<file path="src/taw_pkg.sv">
// Shared constants and types for the four-channel timer array.
// Assumes one system clock; all control arrives as plain ports.
package taw_pkg;

   localparam int          TAW_CH      = 4;
   localparam int          TAW_W       = 16;
   localparam int          TAW_PRE_W   = 15;
   localparam int          TAW_EXP_W   = 4;
   localparam logic [15:0] TAW_CNT_RST = 16'hffff;
   localparam logic [15:0] TAW_DAT_RST = 16'h0000;
   localparam logic [15:0] TAW_CAP_CLR = 16'h0000;
   localparam logic [15:0] TAW_ONE     = 16'h0001;
   localparam logic [7:0]  TAW_B_ZERO  = 8'h00;
   localparam logic [7:0]  TAW_B_ONE   = 8'h01;
   localparam logic [3:0]  TAW_SPLIT_CH = 4'ha;
   localparam int          TAW_DIV_CH  = 0;
   localparam int          TAW_LO_LSB  = 0;
   localparam int          TAW_HI_LSB  = 8;

   typedef enum logic [8:0] {
      TAW_M_INTERVAL = 9'h001,
      TAW_M_SQUARE   = 9'h002,
      TAW_M_EVENT    = 9'h004,
      TAW_M_DIVIDER  = 9'h008,
      TAW_M_PERIOD   = 9'h010,
      TAW_M_WIDTH    = 9'h020,
      TAW_M_DELAY    = 9'h040,
      TAW_M_ONESHOT  = 9'h080,
      TAW_M_PWM      = 9'h100
   } taw_mode_t;

   typedef enum logic [2:0] {
      TAW_ST_IDLE = 3'h1,
      TAW_ST_WAIT = 3'h2,
      TAW_ST_RUN  = 3'h4
   } taw_state_t;

endpackage

</file>
<file path="src/taw_presc.sv">
// Shared prescaler: free counter giving two selectable count ticks.
// Assumes the unit enable acts as a synchronous hold in reset.
`timescale 1ns/1ns
`default_nettype none
module taw_presc
   import taw_pkg::*;
(
   input  wire logic                 mclk,
   input  wire logic                 rst_b,
   input  wire logic                 run,
   input  wire logic [TAW_EXP_W-1:0] sel0,
   input  wire logic [TAW_EXP_W-1:0] sel1,
   output logic                      tick0,
   output logic                      tick1
);

   logic [TAW_PRE_W-1:0] pre_ff;
   logic [TAW_PRE_W-1:0] nxt_pre;

   // High once every 2^exp cycles; exp 0 ticks every cycle
   function automatic logic taw_tick(input logic [TAW_PRE_W-1:0] cnt,
                                     input logic [TAW_EXP_W-1:0] exp);
      logic [TAW_PRE_W-1:0] m;
      m = TAW_PRE_W'((16'h0001 << exp) - 16'h0001);
      return (cnt & m) == m;
   endfunction

   assign nxt_pre = run ? pre_ff + TAW_PRE_W'(1) : '0;
   assign tick0   = run & taw_tick(pre_ff, sel0);
   assign tick1   = run & taw_tick(pre_ff, sel1);

   always_ff @(posedge mclk or negedge rst_b) begin
      if (!rst_b) begin
         pre_ff <= '0;
      end else begin
         pre_ff <= nxt_pre;
      end
   end

endmodule
`default_nettype wire

</file>
<file path="src/taw_top.sv">
// Four-channel 16-bit timer array with master/slave pairing and split.
// Assumes pins and controls are synchronous to mclk; start, stop and
// data writes are one-cycle strobes from the surrounding logic.
// Operation
// - Four 16-bit channels, each independent of other channels' modes.
// - Interval mode raises the channel interrupt at a fixed period.
// - Square-wave mode toggles the output pin on every interrupt.
// - Event mode counts input edges, interrupts when count is reached.
// - Only channel 0 divides its input clock onto its output pin.
// - Pulse-interval mode starts on an edge, captures on the next.
// - Width mode starts on one edge, captures on the opposite edge.
// - Delay mode starts on an input edge, interrupts after the delay.
// - A master sets the cycle; slaves run in step with it.
// - One-shot pair gives one pulse with set delay and width.
// - PWM pair: master gives period, slave gives duty.
// - One master and several slaves give PWM outputs sharing period.
// - Only channels 1 and 3 split into two 8-bit halves.
// - Upper half does interval only; other split modes use lower.
// - Compare use counts down from data, interrupts at zero.
// - Capture use copies the count into the data register.
// - Unit enable low holds the unit in reset, ignoring writes.
// - Count loads all ones on reset and when unit enable drops.
`timescale 1ns/1ns
`default_nettype none
module taw_top
   import taw_pkg::*;
(
   input  wire logic                          mclk,
   input  wire logic                          rst_b,
   input  wire logic                          unit_clock_enable,
   input  wire logic [TAW_EXP_W-1:0]          clk_exp0,
   input  wire logic [TAW_EXP_W-1:0]          clk_exp1,
   input  wire logic [TAW_CH-1:0]             ch_clk_sel,
   input  wire taw_mode_t [TAW_CH-1:0]        ch_mode,
   input  wire logic [TAW_CH-1:0]             ch_master,
   input  wire logic [TAW_CH-1:0]             ch_split,
   input  wire logic [TAW_CH-1:0]             ch_edge_fall,
   input  wire logic [TAW_CH-1:0]             ch_start,
   input  wire logic [TAW_CH-1:0]             ch_stop,
   input  wire logic [TAW_CH-1:0][1:0]        data_wr,
   input  wire logic [TAW_CH-1:0][TAW_W-1:0]  data_wdata,
   input  wire logic [TAW_CH-1:0]             timer_input_pin,
   output logic [TAW_CH-1:0]                  timer_output_pin,
   output logic [TAW_CH-1:0]                  timer_output_oe,
   output logic [TAW_CH-1:0]                  channel_interrupt,
   output logic [TAW_CH-1:0]                  channel_interrupt_hi,
   output logic [TAW_CH-1:0]                  ch_running,
   output logic [TAW_CH-1:0][TAW_W-1:0]       count_register,
   output logic [TAW_CH-1:0][TAW_W-1:0]       data_register
);

   logic                tick0;
   logic                tick1;
   logic [TAW_CH-1:0]   pin_prev_ff;
   logic [TAW_CH-1:0]   nxt_pin_prev;
   logic [TAW_CH-1:0]   rise;
   logic [TAW_CH-1:0]   fall;
   logic [TAW_CH-1:0]   mst_irq;

   // Interrupt of the nearest master strictly below a slave's index
   function automatic logic taw_master_irq(input logic [TAW_CH-1:0] mst,
                                           input logic [TAW_CH-1:0] irq,
                                           input int                idx);
      logic r;
      r = 1'b0;
      for (int j = 0; j < TAW_CH; j++) begin
         if (j < idx && mst[j]) begin
            r = irq[j];
         end
      end
      return r;
   endfunction

   taw_presc u_presc (
      .mclk  (mclk),
      .rst_b (rst_b),
      .run   (unit_clock_enable),
      .sel0  (clk_exp0),
      .sel1  (clk_exp1),
      .tick0 (tick0),
      .tick1 (tick1)
   );

   assign nxt_pin_prev = unit_clock_enable ? timer_input_pin : '0;
   assign rise = timer_input_pin & ~pin_prev_ff;
   assign fall = ~timer_input_pin & pin_prev_ff;

   always_ff @(posedge mclk or negedge rst_b) begin
      if (!rst_b) begin
         pin_prev_ff <= '0;
      end else begin
         pin_prev_ff <= nxt_pin_prev;
      end
   end

   for (genvar i = 0; i < TAW_CH; i++) begin : g_ch
      taw_state_t      st_ff;
      taw_state_t      nxt_st;
      logic [15:0]     cnt_ff;
      logic [15:0]     nxt_cnt;
      logic [15:0]     dat_ff;
      logic [15:0]     nxt_dat;
      logic            out_ff;
      logic            nxt_out;
      logic            irq_ff;
      logic            nxt_irq;
      logic            irqh_ff;
      logic            nxt_irqh;

      // Each channel decodes only its own mode
      wire logic m_int = ch_mode[i] == TAW_M_INTERVAL;
      wire logic m_sq  = ch_mode[i] == TAW_M_SQUARE;
      wire logic m_ev  = ch_mode[i] == TAW_M_EVENT;
      wire logic m_div = (i == TAW_DIV_CH) &&
                         ch_mode[i] == TAW_M_DIVIDER;
      wire logic m_per = ch_mode[i] == TAW_M_PERIOD;
      wire logic m_wid = ch_mode[i] == TAW_M_WIDTH;
      wire logic m_dly = ch_mode[i] == TAW_M_DELAY;
      wire logic m_os  = ch_mode[i] == TAW_M_ONESHOT;
      wire logic m_pwm = ch_mode[i] == TAW_M_PWM;
      wire logic free  = m_int | m_sq | m_ev | m_div;
      wire logic cap   = m_per | m_wid;
      wire logic slave = m_os | m_pwm;
      wire logic split_on = TAW_SPLIT_CH[i] & ch_split[i];
      wire logic tick  = ch_clk_sel[i] ? tick1 : tick0;
      wire logic vedge = ch_edge_fall[i] ? fall[i] : rise[i];
      wire logic oedge = ch_edge_fall[i] ? rise[i] : fall[i];
      wire logic step  = (m_ev | m_div) ? vedge : tick;
      wire logic trig  = slave ? mst_irq[i] : vedge;
      wire logic zero  = split_on ? cnt_ff[7:0] == TAW_B_ZERO
                                  : cnt_ff == TAW_CAP_CLR;
      wire logic [15:0] dec = split_on ?
                    {cnt_ff[15:8], cnt_ff[7:0] - TAW_B_ONE} :
                    cnt_ff - TAW_ONE;
      wire logic [15:0] load = split_on ?
                    {cnt_ff[15:8], dat_ff[7:0]} : dat_ff;
      wire logic capt  = m_per ? vedge : oedge;
      wire logic up_zero = cnt_ff[15:8] == TAW_B_ZERO;

      assign mst_irq[i] = taw_master_irq(ch_master, channel_interrupt, i);

      always_comb begin
         nxt_st   = st_ff;
         nxt_cnt  = cnt_ff;
         nxt_dat  = dat_ff;
         nxt_out  = out_ff;
         nxt_irq  = 1'b0;
         nxt_irqh = 1'b0;
         if (data_wr[i][0]) begin
            nxt_dat[7:0] = data_wdata[i][7:0];
         end
         if (data_wr[i][1]) begin
            nxt_dat[15:8] = data_wdata[i][15:8];
         end
         case (st_ff)
            TAW_ST_IDLE: begin
               if (ch_start[i]) begin
                  if (free) begin
                     nxt_st  = TAW_ST_RUN;
                     nxt_cnt = dat_ff;
                  end else if (cap) begin
                     nxt_st  = TAW_ST_WAIT;
                     nxt_cnt = TAW_CAP_CLR;
                  end else if (m_dly | slave) begin
                     nxt_st  = TAW_ST_WAIT;
                     nxt_cnt = TAW_CNT_RST;
                  end
               end
            end
            TAW_ST_WAIT: begin
               if (trig) begin
                  nxt_st = TAW_ST_RUN;
                  if (cap) begin
                     nxt_cnt = TAW_CAP_CLR;
                  end else begin
                     nxt_cnt = dat_ff;
                     nxt_out = slave;
                  end
               end
            end
            TAW_ST_RUN: begin
               if (cap) begin
                  if (capt) begin
                     nxt_dat = cnt_ff;
                     nxt_cnt = TAW_CAP_CLR;
                     nxt_irq = 1'b1;
                     if (m_wid) begin
                        nxt_st = TAW_ST_WAIT;
                     end
                  end else if (tick) begin
                     nxt_cnt = cnt_ff + TAW_ONE;
                  end
               end else if (m_pwm && trig) begin
                  nxt_cnt = dat_ff;
                  nxt_out = 1'b1;
               end else if (step) begin
                  if (zero) begin
                     nxt_irq = 1'b1;
                     if (free) begin
                        nxt_cnt = load;
                        if (m_sq | m_div) begin
                           nxt_out = ~out_ff;
                        end
                     end else begin
                        nxt_cnt = TAW_CNT_RST;
                        nxt_st  = TAW_ST_WAIT;
                        nxt_out = 1'b0;
                     end
                  end else begin
                     nxt_cnt = dec;
                  end
               end
            end
            default: begin
               nxt_st = TAW_ST_IDLE;
            end
         endcase
         // Upper half of a split channel: 8-bit interval timer only
         if (split_on && st_ff == TAW_ST_RUN && tick) begin
            if (up_zero) begin
               nxt_cnt[15:8] = dat_ff[15:8];
               nxt_irqh      = 1'b1;
            end else begin
               nxt_cnt[15:8] = cnt_ff[15:8] - TAW_B_ONE;
            end
         end
         if (ch_stop[i]) begin
            nxt_st = TAW_ST_IDLE;
         end
         if (!unit_clock_enable) begin
            nxt_st   = TAW_ST_IDLE;
            nxt_cnt  = TAW_CNT_RST;
            nxt_dat  = TAW_DAT_RST;
            nxt_out  = 1'b0;
            nxt_irq  = 1'b0;
            nxt_irqh = 1'b0;
         end
      end

      always_ff @(posedge mclk or negedge rst_b) begin
         if (!rst_b) begin
            st_ff   <= TAW_ST_IDLE;
            cnt_ff  <= TAW_CNT_RST;
            dat_ff  <= TAW_DAT_RST;
            out_ff  <= 1'b0;
            irq_ff  <= 1'b0;
            irqh_ff <= 1'b0;
         end else begin
            st_ff   <= nxt_st;
            cnt_ff  <= nxt_cnt;
            dat_ff  <= nxt_dat;
            out_ff  <= nxt_out;
            irq_ff  <= nxt_irq;
            irqh_ff <= nxt_irqh;
         end
      end

      // Drive the pin only in output modes so a shared pin stays an input
      assign timer_output_oe[i] = unit_clock_enable &
                                  (m_sq | m_div | slave);
      assign timer_output_pin[i]     = out_ff;
      assign channel_interrupt[i]    = irq_ff;
      assign channel_interrupt_hi[i] = irqh_ff;
      assign ch_running[i]           = st_ff != TAW_ST_IDLE;
      assign count_register[i]       = cnt_ff;
      assign data_register[i]        = dat_ff;
   end

endmodule
`default_nettype wire

</file>
<file path="config.mk">
export PLATFORM = sky130hd
export DESIGN_NAME = taw_top
export DESIGN_NICKNAME = d
export VERILOG_FILES = /design/src/taw_pkg.sv /design/src/taw_presc.sv /design/src/taw_top.sv
export SDC_FILE = /design/constraint.sdc
export NUM_CORES = 1
export LEC_CHECK = 0
export BUFFER_PORTS_ARGS = -buffer_cell sky130_fd_sc_hd__buf_2
export CORE_MARGIN = 1
export CORE_UTILIZATION = 45
export CTS_BUF_LIST = sky130_fd_sc_hd__clkbuf_4 sky130_fd_sc_hd__clkbuf_8
export DETAILED_ROUTE_END_ITERATION = 7
export MAX_ROUTING_LAYER = met4
export PLACE_DENSITY = 0.78
export SYNTH_ARGS = -nofsm -noshare
export SYNTH_HDL_FRONTEND = slang
export SYNTH_SLANG_ARGS = --single-unit
</file>
<file path="constraint.sdc">
create_clock -name mclk -period 3.31 [get_ports mclk]
set_input_delay 0.331 -clock mclk [delete_from_list [all_inputs] [get_ports mclk]]
set_output_delay 0.331 -clock mclk [all_outputs]
set_load 0.05 [all_outputs]
</file>
Word level (Yosys, flattened, before mapping)

Cells that the tools add are included.
W data, S select, Z words.

Bits in registers: 169
Input bits: 147
Output and inout bits: 148
Logic and storage cells: 524

$add $sub $neg: 15
Equality and inequality tests: 151
Shift-type cells: 2
Muxes and demuxes: 257
Bitwise operators: 43
Reduce and logical (&&, ||, !) cells: 30

Operators with widths:

| cell                    | number |
|---|---|
| $mux W16                | 76 |
| $ne A5 B5 Y1 const B    | 39 |
| $pmux W16 S3            | 4 |
| $mux W3                 | 56 |
| $mux W1                 | 99 |
| $mux W8                 | 12 |
| $ne A4 B4 Y1 const B    | 20 |
| $add A16 B1 Y16 const B | 4 |
| $logic_not A16 Y1       | 4 |
| $sub A16 B1 Y16 const B | 4 |
| $ne A3 B3 Y1 const B    | 16 |
| $eq A9 B1 Y1 const B    | 4 |
| $eq A9 B2 Y1 const B    | 4 |
| $eq A9 B3 Y1 const B    | 4 |
| $eq A9 B5 Y1 const B    | 4 |
| $eq A9 B6 Y1 const B    | 4 |
| $eq A9 B7 Y1 const B    | 4 |
| $eq A9 B8 Y1 const B    | 4 |
| $eq A9 B9 Y1 const B    | 4 |
| $ne A6 B6 Y1 const B    | 6 |
| $pmux W3 S3             | 4 |
| $reduce_and A9 Y1       | 4 |
| $logic_not A8 Y1        | 4 |
| $sub A8 B1 Y8 const B   | 4 |
| other kinds (27)        | 110 |

Depth between registers and ports, before layout

Depth after elaboration: 13
Gate-level depth with buffers: 16
Depth with buffers taken out: 12

Cells and area by module

Synthesis repeated with hierarchy kept, for this count alone.

Cell total of the unflattened synthesis: 1931
Area total of the unflattened synthesis: 15553.7 µm²

By module, submodules not included:

| module    | instances | cells each | area each (µm²) | seq. area each (µm²) |
|---|---|---|---|---|
| taw_top   | 1         | 1775       | 14285.0         | 3938.8 |
| taw_presc | 1         | 156        | 1268.7          | 375.4 |

Least setup slack after synthesis

Ideal clock, no wire load.

Path kind: input-to-reg
Start: input port clk_exp1[3]
End: register g_ch[3].cnt_ff[13]
Setup time: 0.080 ns
Arrival time: 3.159 ns
Data required time: 3.230 ns
Slack: 0.070 ns
Cell stages on the path: 15
Path buffers: 3
Cell sequence: buf_2 > nor3_1 > nand2_1 > ha_1 > buf_2 > nor2b_1 > a222oi_1 > and4bb_2 > and4_1 > a22oi_1 > a211oi_2 > a21o_1 > buf_4 > nand2_1 > o221a_2

Word-level cells in the longest chain between the ends: 9
Elaborated cells on any way between the ends: 19

Ends and longest elaborated chain:

| element                                                               | line                           | text |
|---|---|---|
| from (decl)                                                           | taw_top.sv:32                  | `input wire logic [TAW_EXP_W-1:0] clk_exp1,` |
| $shl A1 B4 Y15 (*)                                                    | taw_presc.sv:24                | `m = TAW_PRE_W'((16'h0001 << exp) - 16'h0001);` |
| $sub A15 B1 Y15 (*)                                                   | taw_presc.sv:24                |  |
| $and A15 B15 Y15                                                      | taw_presc.sv:25                | `return (cnt & m) == m;` |
| $eq A15 B15 Y1 (*)                                                    | taw_presc.sv:25                |  |
| $and A1 B1 Y1 (*)                                                     | taw_presc.sv:30                | `assign tick1 = run & taw_tick(pre_ff, sel1);` |
| $mux W1 (*)                                                           | taw_top.sv:125                 | `wire logic tick = ch_clk_sel[i] ? tick1 : tick0;` |
| $mux W1 / $logic_and A1 B1 Y1 (equally long branches)                 | taw_top.sv:128, taw_top.sv:219 |  |
| $ne A6 B5 Y1 (no source line) (tied with other cells)                 | --                             |  |
| $reduce_and A8 Y1 (no source line) / $mux W16 (equally long branches) | --                             |  |
| to (signal assigned)                                                  | taw_top.sv:250                 | `cnt_ff <= nxt_cnt;` |
| to (decl)                                                             | taw_top.sv:99                  | `logic [15:0] cnt_ff;` |

Mark *: on every way between the ends. The rest lies on a longest branch, timed or not.
A chain may end at the register's enable or synchronous reset.

Worst setup path after layout

Start: register g_ch[3].cnt_ff[8]
End: register g_ch[3].st_ff[2]

Word-level cells in the longest chain between the ends: 4

Ends and longest elaborated chain:

| element                            | line           | text |
|---|---|---|
| $logic_not A16 Y1                  | taw_top.sv:131 | `: cnt_ff == TAW_CAP_CLR;` |
| $mux W1                            | taw_top.sv:130 | `wire logic zero = split_on ? cnt_ff[7:0] == TAW_B_ZERO` |
| $ne A5 B5 Y1 (no source line)      | --             |  |
| $reduce_and A9 Y1 (no source line) | --             |  |
| to (signal assigned)               | taw_top.sv:249 | `st_ff <= nxt_st;` |
| to (decl)                          | taw_top.sv:97  | `taw_state_t st_ff;` |

Every way passes these cells.

==> run summary <==
The tools report the detailed-router iteration count before antenna repair as 7. Buffers inserted during clock tree synthesis total 17. The first global-routing pass estimated 77870 um of wire. The number of global-route vias before repair is 14900. Traced cell by cell, the critical path runs through inv_1 -> ha_1 -> or4b_4 -> nor4_4 -> buf_4 -> o2111ai_4 -> o21ai_2 -> a41oi_1 -> a31oi_1 -> nor3b_2 -> nand3_1 -> a21oi_1. At the worst endpoint, the arrival time is 3550 ps. The starting density of the core came out at 0.4565.

The worst hold path belongs to the class primary input to flip-flop. IR analysis of the VDD net gives a maximum drop of 0.2440 mV. Number of distinct library cell variants in the gate-level netlist after synthesis: 95. TritonCTS built the clock tree. In this run the static leakage power is 7.380 nW. No sink is reached through more buffers than the 2 on the longest clock path.

Proportion of synthesized flip-flops having asynchronous set or reset: 1.000. Derived from the worst setup path, the maximum achievable clock frequency is 0.3239 GHz. STA classifies the critical path startpoint as a flip-flop. Estimated wirelength of the detail-placed design: 35750 um. Total of buffers placed on input and output ports: 289. The row count is 66.

At the end of the flow, the number of nets in the layout was 2312. The biggest fanout along the worst timing path was 8; the slew at the pin with the worst max-slew slack was 1074 ps. For the max-slew headroom at the worst pin, the log shows 0.2837. 295 I/O pins were placed. Total of max-cap violations: 0.

For this block, the initial DRC count from the detailed router was 1522. For the share of the yosys chip area belonging to registers, the log shows 0.2904. The tools report the hold violation count in the final report as 0. The completed layout was analyzed and its total power is 5.272 mW. The number of buffers and inverters on the critical path was 2; the final cell utilization of the core was 0.5329. The most area-hungry cell type in the Yosys netlist was sky130_fd_sc_hd__dfrtp_1.

The H-tree was split into 4 levels. For this run, the number of Yosys warnings is 0. The ratio of total power to cell area is 304.1 mW/mm^2, and the area of the die is 0.03374 mm^2.

The average routed wire per standard cell works out to 18.72 um. The max-slew violation count came out at 0. Setup violations remaining at the end of the flow were counted as 0. The most used flip-flop cell after synthesis is sky130_fd_sc_hd__dfrtp_1. Setup repair after global routing left no endpoint under its margin. By area the synthesized netlist is led by sky130_fd_sc_hd__dfrtp_1 (17%), sky130_fd_sc_hd__dfstp_2 (12%), sky130_fd_sc_hd__nor2_1 (6.5%), sky130_fd_sc_hd__mux2i_1 (5.4%), sky130_fd_sc_hd__o21ai_0 (4.8%). Counting every instance in the synthesized netlist gives 1904. After floorplanning, the core was sized to cover 0.03254 mm^2. At the later pin of the worst-skew pair, clock insertion delay measures 530 ps. Placed cell count: 2565.

The post-detailed-route via-to-cell ratio is 6.161. The count of nets left with antenna violations once routing finished came out at 0. The share of the cycle needed by the critical path after routing was 0.9328. The flow ran to the end, and the final reports show no timing, DRC or antenna violations. The longest individual stage delay on the worst path works out to 560 ps.

In the post-synthesis netlist, the cell with the most instances is sky130_fd_sc_hd__nor2_1. The post-layout instance count excluding filler cells came out at 2606. Clock-pin slew was measured on the worst setup and hold paths at 110 ps. Ranked by instance count, the synthesized netlist is headed by sky130_fd_sc_hd__nor2_1 (256), sky130_fd_sc_hd__nand2_1 (148), sky130_fd_sc_hd__o21ai_0 (142). The cell sitting at the root of the clock tree is a sky130_fd_sc_hd__clkbuf_8. Routability congestion estimate from global placement: 0.9485.

For the worst setup path, the data required time is 3770 ps. The worst setup path is captured at a flip-flop. Entering global routing, the biggest net connects 76 pins. The critical path in this run is classified as flip-flop to flip-flop. The largest individual stage delay along the critical path comes from the cell sky130_fd_sc_hd__or4b_4. The minimum clock period after layout was 3087 ps; the fraction of final layout cells with drive strength greater than 1 was 0.2432. Summing over every cut layer, the via total after detailed routing is 16060.

The number of register bits inferred by synthesis is 169, and the total routed wirelength is 48790 um. In this run, synthesis inferred 0 flip-flops with an integrated enable. Each instance of the synthesized netlist takes up on average 7.802 um^2.

On the final layout, the worst clock skew is 22.06 ps. The area share of the leading cell type in the synthesized netlist was 0.1701; the post-synth design cell area was 0.01485 mm^2. For the TritonCTS sink count, the log shows 169. Measured along the x axis, the die boundary spans 183.7 um.

In this design, the largest share of critical-path delay is due to simple AND/OR/NAND/NOR gates. The floorplan step set the die height to 183.7 um. The remaining routing DRC violations came out at 0. Summed over all layers, the global routing overflow is 0.

The initial antenna violation count is 5. Relative to the synthesized area, the layout overhead comes to 16.72%. The run gives 0.2959 as the global-route usage over all layers.
==> cell usage in the layout (no fill, tap or decap), drive strengths merged, types with 23 or more instances in the layout <==
master / synthesis / routed
dfstp: 68 / 68
dfrtp: 101 / 101
and3: 34 / 34
a221oi: 33 / 33
o211ai: 31 / 31
nor3: 50 / 50
mux2i: 80 / 80
a21oi: 103 / 103
xnor2: 61 / 61
buf: 61 / 382
nand2: 148 / 148
nor4: 23 / 23
xor2: 67 / 67
nand2b: 29 / 29
nor2: 256 / 256
nand3: 72 / 72
o21ai: 148 / 148
inv: 37 / 43
a211oi: 70 / 70
==> state kept, by name (all words and copies together), names as in the netlist <==
signal          cells
g_ch.irqh_ff        2
g_ch.cnt_ff        64
g_ch.irq_ff         4
g_ch.out_ff         4
u_presc.pre_ff     15
pin_prev_ff         4
g_ch.dat_ff        64
g_ch.st_ff         12
==> power by group <==
group          internal [mW]  leakage [nW]  switching [mW]
registers               2.18          2.07           0.178
logic                  0.451          5.10           0.842
clock network          0.705         0.201           0.912
total                   3.34          7.38            1.93
==> repair_timing <==
action / in CTS / in global routing
setup endpoints to repair: 0 / 7
gates resized for setup: 0 / 2
setup buffers: 0 / 1
hold buffers: 3 / 0
hold endpoints to repair: 27 / 0
==> kinds of logic (layout without fill, tap and decap cells) <==
| logic type | after synthesis | after routing | share of synthesized area |
|---|---|---|---|
| multiplexers | 85 | 85 | 0.05770 |
| AO/OA/AOI/OAI | 567 | 567 | 0.2564 |
| AND/OR/NAND/NOR | 734 | 734 | 0.2450 |
| buffers and inverters | 201 | 455 | 0.05871 |
| XOR/XNOR | 128 | 128 | 0.07547 |
| flip-flops | 169 | 169 | 0.2904 |
| other | 1 | 7 | 0.0002525 |
| adder cells (fa/ha/maj) | 19 | 19 | 0.01600 |
==> path summary, 6_finish.rpt <==
check / start / endpoint / slack [ps] / cells past startpoint
max: g_ch[3].cnt_ff[8] / g_ch[3].st_ff[2] / 220 / 12
min: timer_input_pin[1] / pin_prev_ff[1] / 50 / 2
max reg2reg: g_ch[3].cnt_ff[8] / g_ch[3].st_ff[2] / 220 / 12
min reg2reg: g_ch[1].cnt_ff[7] / g_ch[1].cnt_ff[7] / 550 / 2
max in group asynchronous: rst_b / g_ch[0].cnt_ff[6] / 2180 / 3
min in group asynchronous: rst_b / g_ch[1].dat_ff[3] / 280 / 2
==> area by class of cell <==
| class | count | area (um^2) |
|---|---|---|
| Clock inverter | 14 | 158.9 |
| Multi-Input combinational cell | 1535 | 9677 |
| Sequential cell | 169 | 4314 |
| Tap cell | 442 | 553.0 |
| Fill cell | 3142 | 15200 |
| Antenna cell | 5 | 12.51 |
| Timing Repair Buffer | 385 | 2231 |
| Clock buffer | 18 | 247.7 |
| Inverter | 38 | 143.9 |
==> through the flow <==
stage | area [um^2] | TNS (ps) | setup WS (ps) | hold slack [ps]
6_report | 17340 | 0 | 222.5 | 54.92
5_1_grt | 17340 | 0 | 15.94 | 34.14
4_1_cts | 17310 | 0 | 271.8 | 21.86
3_5_place_dp | 16880 | -1780 | -257.3 | 279.6
3_3_place_gp | 16880 | -897.0 | -191.4 | 279.4
2_1_floorplan | 14860 | 0 | 70.46 | 35.41
==> routing by layer <==
layer	vias up	global-route usage	routed length, um
li1	7461	-	-
met1	7734	0.3796	20870
met2	760	0.4727	23110
met3	100	0.04834	3779
met4	0	0.09933	1037
met5	-	-	0
Power figures use the tool's default switching activity.
